===== config.mk =====
export PLATFORM = sky130hd
export DESIGN_NAME = adcwd_top
export DESIGN_NICKNAME = d
export VERILOG_FILES = /design/src/hw/adcwd_pkg.sv /design/src/hw/adcwd_cmp_if.sv /design/src/hw/adcwd_window_cmp.sv /design/src/hw/adcwd_top.sv
export VERILOG_INCLUDE_DIRS = /design/src /design/src/hw
export SDC_FILE = /design/constraint.sdc
export NUM_CORES = 1
export LEC_CHECK = 0
export ABC_AREA = 0
export BUFFER_PORTS_ARGS = -buffer_cell sky130_fd_sc_hd__buf_2
export CAP_MARGIN = 10
export CORE_MARGIN = 5
export CORE_UTILIZATION = 41
export CTS_CLUSTER_DIAMETER = 30
export DETAILED_ROUTE_END_ITERATION = 6
export PLACE_DENSITY = 0.6
export REMOVE_ABC_BUFFERS = 1
export SLEW_MARGIN = 20
export SYNTH_ARGS = -nofsm -noshare
export SYNTH_HDL_FRONTEND = slang
export SYNTH_SLANG_ARGS = --single-unit

===== constraint.sdc =====
create_clock -name sys_clk -period 3.3 [get_ports sys_clk]
set_clock_uncertainty 0.2 [all_clocks]
set_input_delay 0.66 -clock sys_clk [delete_from_list [all_inputs] [get_ports sys_clk]]
set_output_delay 0.66 -clock sys_clk [all_outputs]
set_load 0.05 [all_outputs]

===== src/hw/adcwd_params.svh =====
`ifndef ADCWD_PARAMS_SVH
`define ADCWD_PARAMS_SVH

// ==========================================================================
// widths
// ==========================================================================
`define ADCWD_WORD_W            16
`define ADCWD_BYTE_W            8
`define ADCWD_ADDR_W            8

// ==========================================================================
// register offsets
// ==========================================================================
`define ADCWD_OFF_TRACK         8'hBA
`define ADCWD_OFF_RES_LO        8'hBD
`define ADCWD_OFF_RES_HI        8'hBE
`define ADCWD_OFF_GT_LO         8'hC3
`define ADCWD_OFF_GT_HI         8'hC4
`define ADCWD_OFF_LT_LO         8'hC5
`define ADCWD_OFF_LT_HI         8'hC6
`define ADCWD_OFF_CTRL          8'hE8
`define ADCWD_OFF_STAT          8'hF0
`define ADCWD_OFF_MASK          8'hF1

// ==========================================================================
// control register field positions
// ==========================================================================
`define ADCWD_CTRL_EN_BIT       7
`define ADCWD_CTRL_BURST_BIT    6
`define ADCWD_CTRL_DONE_BIT     5
`define ADCWD_CTRL_BUSY_BIT     4
`define ADCWD_CTRL_WINT_BIT     3
`define ADCWD_CTRL_LJST_BIT     2
`define ADCWD_CTRL_CM_LSB       0

// ==========================================================================
// status and mask field positions
// ==========================================================================
`define ADCWD_STAT_DONE_BIT     0
`define ADCWD_STAT_WIN_BIT      1

// ==========================================================================
// reset values
// ==========================================================================
`define ADCWD_RST_TRACK         8'hFF
`define ADCWD_RST_CTRL          8'h00
`define ADCWD_RST_GT            16'hFFFF
`define ADCWD_RST_LT            16'h0000
`define ADCWD_RST_RES           16'h0000
`define ADCWD_RST_STAT          8'h00
`define ADCWD_RST_MASK          8'h00

`endif


===== src/hw/adcwd_pkg.sv =====
package adcwd_pkg;

    // ======================================================================
    // conversion start source selected in the control register
    // ======================================================================
    typedef enum logic [1:0] {
        ADCWD_START_SW,
        ADCWD_START_SRC1,
        ADCWD_START_SRC2,
        ADCWD_START_SRC3
    } adcwd_start_t;

    typedef logic [15:0] adcwd_word_t;

endpackage : adcwd_pkg


===== src/hw/adcwd_cmp_if.sv =====
`timescale 1ns/1ps
// ==========================================================================
// window comparator hookup
// ==========================================================================
interface adcwd_cmp_if #(
    parameter int W = 16
);
    logic [W-1:0] result;
    logic [W-1:0] gt_lim;
    logic [W-1:0] lt_lim;
    logic         hit;

    modport ctl (output result, output gt_lim, output lt_lim, input  hit);
    modport cmp (input  result, input  gt_lim, input  lt_lim, output hit);
endinterface : adcwd_cmp_if


===== src/hw/adcwd_window_cmp.sv =====
`timescale 1ns/1ps
// ==========================================================================
// unsigned window compare
// ==========================================================================
module adcwd_window_cmp #(
    parameter int W = 16
) (
    // limits and result in, hit out
    adcwd_cmp_if.cmp port_c
);
    logic above_gt;
    logic below_lt;

    // plain unsigned compares: single-ended words never go negative
    always_comb begin
        above_gt   = port_c.result > port_c.gt_lim;
        below_lt   = port_c.result < port_c.lt_lim;
        // limit ordering alone picks inside or outside window
        if (port_c.lt_lim > port_c.gt_lim) begin
            port_c.hit = above_gt && below_lt;
        end else begin
            port_c.hit = above_gt || below_lt;
        end
    end
endmodule : adcwd_window_cmp


===== src/hw/adcwd_top.sv =====
`timescale 1ns/1ps
`include "adcwd_params.svh"
module adcwd_top
    import adcwd_pkg::*;
#(
    parameter int WORD_W = `ADCWD_WORD_W
) (
    // clock and reset
    input  wire logic                      sys_clk,
    input  wire logic                      rst,
    // register port
    input  wire logic [`ADCWD_ADDR_W-1:0]  addr,
    input  wire logic [`ADCWD_BYTE_W-1:0]  wr_data,
    input  wire logic                      wr_en,
    input  wire logic                      rd_en,
    output logic      [`ADCWD_BYTE_W-1:0]  rd_data_ff,
    // converter side
    input  wire logic                      conv_done,
    input  wire logic [WORD_W-1:0]         conv_word,
    input  wire logic                      conv_busy,
    output logic                           start_conv_ff,
    // configuration towards the converter
    output logic                           converter_enable_ff,
    output logic                           burst_mode_enable_ff,
    output logic                           left_justify_select_ff,
    output adcwd_start_t                   start_mode_ff,
    output logic      [`ADCWD_BYTE_W-1:0]  tracking_mode_select_ff,
    // flags and interrupt
    output logic                           window_compare_flag_ff,
    output logic                           irq_ff
);

    // ======================================================================
    // declarations
    // ======================================================================
    logic [`ADCWD_BYTE_W-1:0]  upper_limit_high_byte_ff;
    logic [`ADCWD_BYTE_W-1:0]  upper_limit_low_byte_ff;
    logic [`ADCWD_BYTE_W-1:0]  lower_limit_high_byte_ff;
    logic [`ADCWD_BYTE_W-1:0]  lower_limit_low_byte_ff;
    logic [`ADCWD_BYTE_W-1:0]  nxt_upper_limit_high_byte;
    logic [`ADCWD_BYTE_W-1:0]  nxt_upper_limit_low_byte;
    logic [`ADCWD_BYTE_W-1:0]  nxt_lower_limit_high_byte;
    logic [`ADCWD_BYTE_W-1:0]  nxt_lower_limit_low_byte;

    logic [WORD_W-1:0]         result_ff;
    logic [WORD_W-1:0]         nxt_result;
    logic                      eval_ff;
    logic                      nxt_eval;

    logic                      nxt_converter_enable;
    logic                      nxt_burst_mode_enable;
    logic                      nxt_left_justify_select;
    adcwd_start_t              nxt_start_mode;
    logic                      conv_flag_ff;
    logic                      nxt_conv_flag;
    logic                      nxt_window_compare_flag;
    logic                      nxt_start_conv;
    logic [`ADCWD_BYTE_W-1:0]  nxt_tracking_mode_select;

    logic [`ADCWD_BYTE_W-1:0]  status_ff;
    logic [`ADCWD_BYTE_W-1:0]  nxt_status;
    logic [`ADCWD_BYTE_W-1:0]  mask_ff;
    logic [`ADCWD_BYTE_W-1:0]  nxt_mask;
    logic                      nxt_irq;
    logic [`ADCWD_BYTE_W-1:0]  nxt_rd_data;

    logic                      wr_ctrl;
    logic                      rd_stat;
    logic                      win_event;
    logic [`ADCWD_BYTE_W-1:0]  ctrl_view;

    // ======================================================================
    // window comparator
    // ======================================================================
    adcwd_cmp_if #(.W(WORD_W)) cmp_bus ();

    // limits are glued from bytes exactly as software wrote them, so a
    // left-justified result needs left-justified limits as well
    assign cmp_bus.result = result_ff;
    assign cmp_bus.gt_lim = WORD_W'({upper_limit_high_byte_ff,
                                     upper_limit_low_byte_ff});
    assign cmp_bus.lt_lim = WORD_W'({lower_limit_high_byte_ff,
                                     lower_limit_low_byte_ff});

    adcwd_window_cmp #(
        .W      (WORD_W)
    ) u_cmp (
        .port_c (cmp_bus.cmp)
    );

    // ======================================================================
    // shared decode
    // ======================================================================
    // one hit per completed conversion, judged on the stored word
    always_comb begin
        wr_ctrl   = wr_en && (addr == `ADCWD_OFF_CTRL);
        rd_stat   = rd_en && (addr == `ADCWD_OFF_STAT);
        win_event = eval_ff && cmp_bus.hit;
    end

    // ======================================================================
    // limit registers
    // ======================================================================
    // byte-wide writes; a half-updated limit is live until both halves land
    always_comb begin
        nxt_upper_limit_high_byte = upper_limit_high_byte_ff;
        nxt_upper_limit_low_byte  = upper_limit_low_byte_ff;
        nxt_lower_limit_high_byte = lower_limit_high_byte_ff;
        nxt_lower_limit_low_byte  = lower_limit_low_byte_ff;
        if (wr_en) begin
            if (addr == `ADCWD_OFF_GT_HI) begin
                nxt_upper_limit_high_byte = wr_data;
            end
            if (addr == `ADCWD_OFF_GT_LO) begin
                nxt_upper_limit_low_byte = wr_data;
            end
            if (addr == `ADCWD_OFF_LT_HI) begin
                nxt_lower_limit_high_byte = wr_data;
            end
            if (addr == `ADCWD_OFF_LT_LO) begin
                nxt_lower_limit_low_byte = wr_data;
            end
        end
    end

    always_ff @(posedge sys_clk or posedge rst) begin
        if (rst) begin
            upper_limit_high_byte_ff <= `ADCWD_BYTE_W'(`ADCWD_RST_GT >> `ADCWD_BYTE_W);
            upper_limit_low_byte_ff  <= `ADCWD_BYTE_W'(`ADCWD_RST_GT);
            lower_limit_high_byte_ff <= `ADCWD_BYTE_W'(`ADCWD_RST_LT >> `ADCWD_BYTE_W);
            lower_limit_low_byte_ff  <= `ADCWD_BYTE_W'(`ADCWD_RST_LT);
        end else begin
            upper_limit_high_byte_ff <= nxt_upper_limit_high_byte;
            upper_limit_low_byte_ff  <= nxt_upper_limit_low_byte;
            lower_limit_high_byte_ff <= nxt_lower_limit_high_byte;
            lower_limit_low_byte_ff  <= nxt_lower_limit_low_byte;
        end
    end

    // ======================================================================
    // result register and evaluation strobe
    // ======================================================================
    // a finished conversion beats a software write in the same cycle
    always_comb begin
        nxt_result = result_ff;
        nxt_eval   = 1'b0;
        if (wr_en && (addr == `ADCWD_OFF_RES_HI)) begin
            nxt_result[WORD_W-1:`ADCWD_BYTE_W] = wr_data;
        end
        if (wr_en && (addr == `ADCWD_OFF_RES_LO)) begin
            nxt_result[`ADCWD_BYTE_W-1:0] = wr_data;
        end
        if (conv_done) begin
            nxt_result = conv_word;
            nxt_eval   = 1'b1;
        end
    end

    always_ff @(posedge sys_clk or posedge rst) begin
        if (rst) begin
            result_ff <= `ADCWD_RST_RES;
            eval_ff   <= 1'b0;
        end else begin
            result_ff <= nxt_result;
            eval_ff   <= nxt_eval;
        end
    end

    // ======================================================================
    // control and tracking registers
    // ======================================================================
    // hardware flags: writing 0 clears, writing 1 leaves them; a set in
    // the clearing cycle wins so no event is dropped
    always_comb begin
        nxt_converter_enable    = converter_enable_ff;
        nxt_burst_mode_enable   = burst_mode_enable_ff;
        nxt_left_justify_select = left_justify_select_ff;
        nxt_start_mode          = start_mode_ff;
        nxt_tracking_mode_select = tracking_mode_select_ff;
        nxt_conv_flag           = conv_flag_ff;
        nxt_window_compare_flag = window_compare_flag_ff;
        nxt_start_conv          = 1'b0;
        if (wr_ctrl) begin
            nxt_converter_enable    = wr_data[`ADCWD_CTRL_EN_BIT];
            nxt_burst_mode_enable   = wr_data[`ADCWD_CTRL_BURST_BIT];
            nxt_left_justify_select = wr_data[`ADCWD_CTRL_LJST_BIT];
            nxt_start_mode          = adcwd_start_t'(wr_data[`ADCWD_CTRL_CM_LSB +: 2]);
            if (!wr_data[`ADCWD_CTRL_DONE_BIT]) begin
                nxt_conv_flag = 1'b0;
            end
            if (!wr_data[`ADCWD_CTRL_WINT_BIT]) begin
                nxt_window_compare_flag = 1'b0;
            end
            // software start only when that source is selected
            if (wr_data[`ADCWD_CTRL_BUSY_BIT]
                && (adcwd_start_t'(wr_data[`ADCWD_CTRL_CM_LSB +: 2]) == ADCWD_START_SW)) begin
                nxt_start_conv = 1'b1;
            end
        end
        if (wr_en && (addr == `ADCWD_OFF_TRACK)) begin
            nxt_tracking_mode_select = wr_data;
        end
        if (conv_done) begin
            nxt_conv_flag = 1'b1;
        end
        if (win_event) begin
            nxt_window_compare_flag = 1'b1;
        end
    end

    always_ff @(posedge sys_clk or posedge rst) begin
        if (rst) begin
            converter_enable_ff     <= 1'b0;
            burst_mode_enable_ff    <= 1'b0;
            left_justify_select_ff  <= 1'b0;
            start_mode_ff           <= ADCWD_START_SW;
            tracking_mode_select_ff <= `ADCWD_RST_TRACK;
            conv_flag_ff            <= 1'b0;
            window_compare_flag_ff  <= 1'b0;
            start_conv_ff           <= 1'b0;
        end else begin
            converter_enable_ff     <= nxt_converter_enable;
            burst_mode_enable_ff    <= nxt_burst_mode_enable;
            left_justify_select_ff  <= nxt_left_justify_select;
            start_mode_ff           <= nxt_start_mode;
            tracking_mode_select_ff <= nxt_tracking_mode_select;
            conv_flag_ff            <= nxt_conv_flag;
            window_compare_flag_ff  <= nxt_window_compare_flag;
            start_conv_ff           <= nxt_start_conv;
        end
    end

    // ======================================================================
    // interrupt status, mask and line
    // ======================================================================
    // reading status clears it, but a same-cycle event still lands
    always_comb begin
        nxt_mask   = mask_ff;
        nxt_status = status_ff;
        if (wr_en && (addr == `ADCWD_OFF_MASK)) begin
            nxt_mask = wr_data;
        end
        if (rd_stat) begin
            nxt_status = `ADCWD_RST_STAT;
        end
        if (conv_done) begin
            nxt_status[`ADCWD_STAT_DONE_BIT] = 1'b1;
        end
        if (win_event) begin
            nxt_status[`ADCWD_STAT_WIN_BIT] = 1'b1;
        end
        // computed from next values so the line tracks status exactly
        nxt_irq = |(nxt_status & nxt_mask);
    end

    always_ff @(posedge sys_clk or posedge rst) begin
        if (rst) begin
            status_ff <= `ADCWD_RST_STAT;
            mask_ff   <= `ADCWD_RST_MASK;
            irq_ff    <= 1'b0;
        end else begin
            status_ff <= nxt_status;
            mask_ff   <= nxt_mask;
            irq_ff    <= nxt_irq;
        end
    end

    // ======================================================================
    // read port
    // ======================================================================
    // the window flag sits in the control byte so polling needs no irq
    always_comb begin
        ctrl_view = `ADCWD_RST_CTRL;
        ctrl_view[`ADCWD_CTRL_EN_BIT]        = converter_enable_ff;
        ctrl_view[`ADCWD_CTRL_BURST_BIT]     = burst_mode_enable_ff;
        ctrl_view[`ADCWD_CTRL_DONE_BIT]      = conv_flag_ff;
        ctrl_view[`ADCWD_CTRL_BUSY_BIT]      = conv_busy;
        ctrl_view[`ADCWD_CTRL_WINT_BIT]      = window_compare_flag_ff;
        ctrl_view[`ADCWD_CTRL_LJST_BIT]      = left_justify_select_ff;
        ctrl_view[`ADCWD_CTRL_CM_LSB +: 2]   = start_mode_ff;
    end

    // data valid only in the cycle after the strobe; unmapped reads zero
    always_comb begin
        nxt_rd_data = 8'h00;
        if (rd_en) begin
            case (addr)
                `ADCWD_OFF_TRACK:  nxt_rd_data = tracking_mode_select_ff;
                `ADCWD_OFF_RES_LO: nxt_rd_data = result_ff[`ADCWD_BYTE_W-1:0];
                `ADCWD_OFF_RES_HI: nxt_rd_data = result_ff[WORD_W-1:`ADCWD_BYTE_W];
                `ADCWD_OFF_GT_LO:  nxt_rd_data = upper_limit_low_byte_ff;
                `ADCWD_OFF_GT_HI:  nxt_rd_data = upper_limit_high_byte_ff;
                `ADCWD_OFF_LT_LO:  nxt_rd_data = lower_limit_low_byte_ff;
                `ADCWD_OFF_LT_HI:  nxt_rd_data = lower_limit_high_byte_ff;
                `ADCWD_OFF_CTRL:   nxt_rd_data = ctrl_view;
                `ADCWD_OFF_STAT:   nxt_rd_data = status_ff;
                `ADCWD_OFF_MASK:   nxt_rd_data = mask_ff;
                default:           nxt_rd_data = 8'h00;
            endcase
        end
    end

    always_ff @(posedge sys_clk or posedge rst) begin
        if (rst) begin
            rd_data_ff <= 8'h00;
        end else begin
            rd_data_ff <= nxt_rd_data;
        end
    end

endmodule : adcwd_top


==> reports/qor.csv <==
metric,value,unit
antenna_left,0,
p_sw,780,uW
setup_violations,0,
overflow,0,
intPower,2000,uW
tns,0,ns
total_power,2780,uW
worst_pin_slew,0.616,ns
mostFrequentLayoutCells,"66 x dfrtp_1, 61 x buf_2, 51 x mux2_2, 47 x ha_1, 46 x nand2_1",
yosys_register_bits,90,
leakage,0.00291,uW
synth_area_leader_cell,dfrtp_1,
crit_family,compound AO/OA/AOI/OAI gates,
peakVddDrop,0.220,mV
cts_resized,0,
cp.depth,10,
core.rowCount,41,
hpwl,11300,um
relSlewSlack,0.589,
clk_latency,0.36,ns
slowest_delay,0.55,ns
final_common_cell,dfrtp_1,
rrSetupSlack,0.37,ns
clock_power_share,0.412,
n_antenna_cell,0,
rr_worst_depth,10,
async_flop_share,1.00,
min_period,2.93,ns
grt_pass1_vias,4324,
finalHoldViolations,0,
boundaryPins,62,
drt-pass1-iter-count,5,
start_util,0.414,
ys_types,48,
crit_chain,"inv_1, ha_1, nand4_1, or4_1, a21o_1, o211ai_1, o21ai_1, maj3_2, o21ai_1, a221o_1",
ys.flop_type,dfrtp_1,
syn-instance-count,474,
yosys_warnings,0,
critical_path.most_common_cell,o21ai_1,
vias,4096,
grt_max_degree,64,
endpoint_kind,flop,
fin_area,6100,um^2
place_area,5780,um^2
nNetsFinal,635,
die_w,122,um
seq_power_share,0.441,
dp.cells,711,
layout_setup_ws,0.370,ns
die_area,15000,um^2
die_h,122,um
viasPerCell,5.63,
cpMaxStageDelayCell,dfstp_2,
pre_cts_slack,0.0912,ns
tritoncts,built,
post_cts_buffers,0,
hp-class,primary input to async pin,
avgSynthCellArea,10.9,um^2
path_buf_inv,1,
rsz0062_at_grt,no,
htree_levels,3,
grt_pass1_wl,23700,um
cts_buffers,9,
track_usage,0.211,
powerDensity,456,nW/um^2
clock_path_buffers,2,
cts_hold_buf,0,
area_growth,17.8,%
setup.worst_path.start_class,flop,
fmax,0.341,GHz
cp_max_fo,3,
worstPathRequired,3.39,ns
switching_share,0.280,
synth.top_cell.area_share,0.319,
place_congestion,0.969,
drc,0,
ctsRootBufferMaster,clkbuf_16,
fin_crit_sh,0.888,
status,finished clean,
wl_per_cell,20.5,um
clock-sinks,90,
first_iter_violations,349,
synthTopCellsByArea,"dfrtp_1 32%, dfstp_2 12%, ha_1 11%, mux2_2 11%, mux2i_1 5.4%",
io_buffer_count,61,
netlist_area,5180,um^2
seq_area_frac_synth,0.440,
arrival,3.02,ns
clk_pin_slew,0.07,ns
drive_above_1_share,0.328,
comb_power_share,0.147,
routed_wl,14900,um
finalMaxSlewViolations,0,
max-cap-violations,0,
antenna_found_initial,0,
worstSetupPathType,flop to flop,
synth-edff-count,0,
fin_cells,727,
core_area,12500,um^2
layout make-up:
| class | instances | area [um^2] |
|---|---|---|
| fill | 1192 | 6410 |
| multi-input combinational | 334 | 2700 |
| clock buffer | 9 | 225 |
| tap | 172 | 215 |
| timing repair buffer | 78 | 445 |
| clock inverter | 7 | 98.8 |
| inverter | 37 | 140 |
| sequential | 90 | 2280 |
cell usage after synthesis, drive strengths merged (6+ instances only):
cell,n
buf,7
a221oi,14
nor2,8
a21o,6
dfstp,24
nand4,10
inv,37
and2,6
nand3,10
nand2,46
mux2i,28
o21ai,37
ha,47
mux2,53
clkbuf,6
dfrtp,66
a21oi,24
final timing paths:
path | startpoint | endpoint
max | upper_limit_high_byte_ff[6]$_DFFE_PP1P_ | irq_ff$_DFF_PP0_
min | rst | lower_limit_low_byte_ff[3]$_DFFE_PP0P_
max reg2reg | upper_limit_high_byte_ff[6]$_DFFE_PP1P_ | irq_ff$_DFF_PP0_
min reg2reg | mask_ff[3]$_DFF_PP0_ | mask_ff[3]$_DFF_PP0_
max in group asynchronous | rst | tracking_mode_select_ff[5]$_DFFE_PP1P_
min in group sys_clk | conv_word[3] | cmp_bus.result[3]$_DFFE_PP0P_
registers in the layout (all words and copies together) (netlist names), 2 cells and up:
name                      cells
rd_data_ff                    8
cmp_bus.result               16
status_ff                     8
start_mode_ff                 2
mask_ff                       8
upper_limit_low_byte_ff       8
lower_limit_high_byte_ff      8
tracking_mode_select_ff       8
lower_limit_low_byte_ff       8
upper_limit_high_byte_ff      8
power groups by stage:
stage / combinational [uW] / sequential [uW] / clock (uW)
floorplan: 235 / 1250 / 0
global placement: 394 / 1240 / 0
detailed placement: 409 / 1240 / 0
CTS: 411 / 1230 / 1160
global route: 463 / 1230 / 1200
finish: 409 / 1230 / 1150
metrics by stage:
step           hold slack, ns  utilization
2_1_floorplan           0.273            -
3_3_place_gp            0.302        0.462
3_5_place_dp            0.312        0.462
4_1_cts                 0.122        0.488
5_1_grt                 0.163        0.488
6_report                0.115        0.488
cell families after synthesis:
family                   count (synthesis)  synth area share
AO/OA/AOI/OAI                          106             0.131
AND/OR/NAND/NOR                         99             0.102
flip-flops                              90             0.440
multiplexers                            81             0.171
buffers and inverters                   50            0.0394
adder cells (fa/ha/maj)                 48             0.116
routing by layer:
metal	up-vias	GRT usage	routed length, um
met2	128	0.325	6890
met1	2038	0.293	6710
met5	-	0	0
met3	29	0.0378	847
met4	0	0.0889	435
li1	1901	-	-
(Power assumes the default switching activity.)
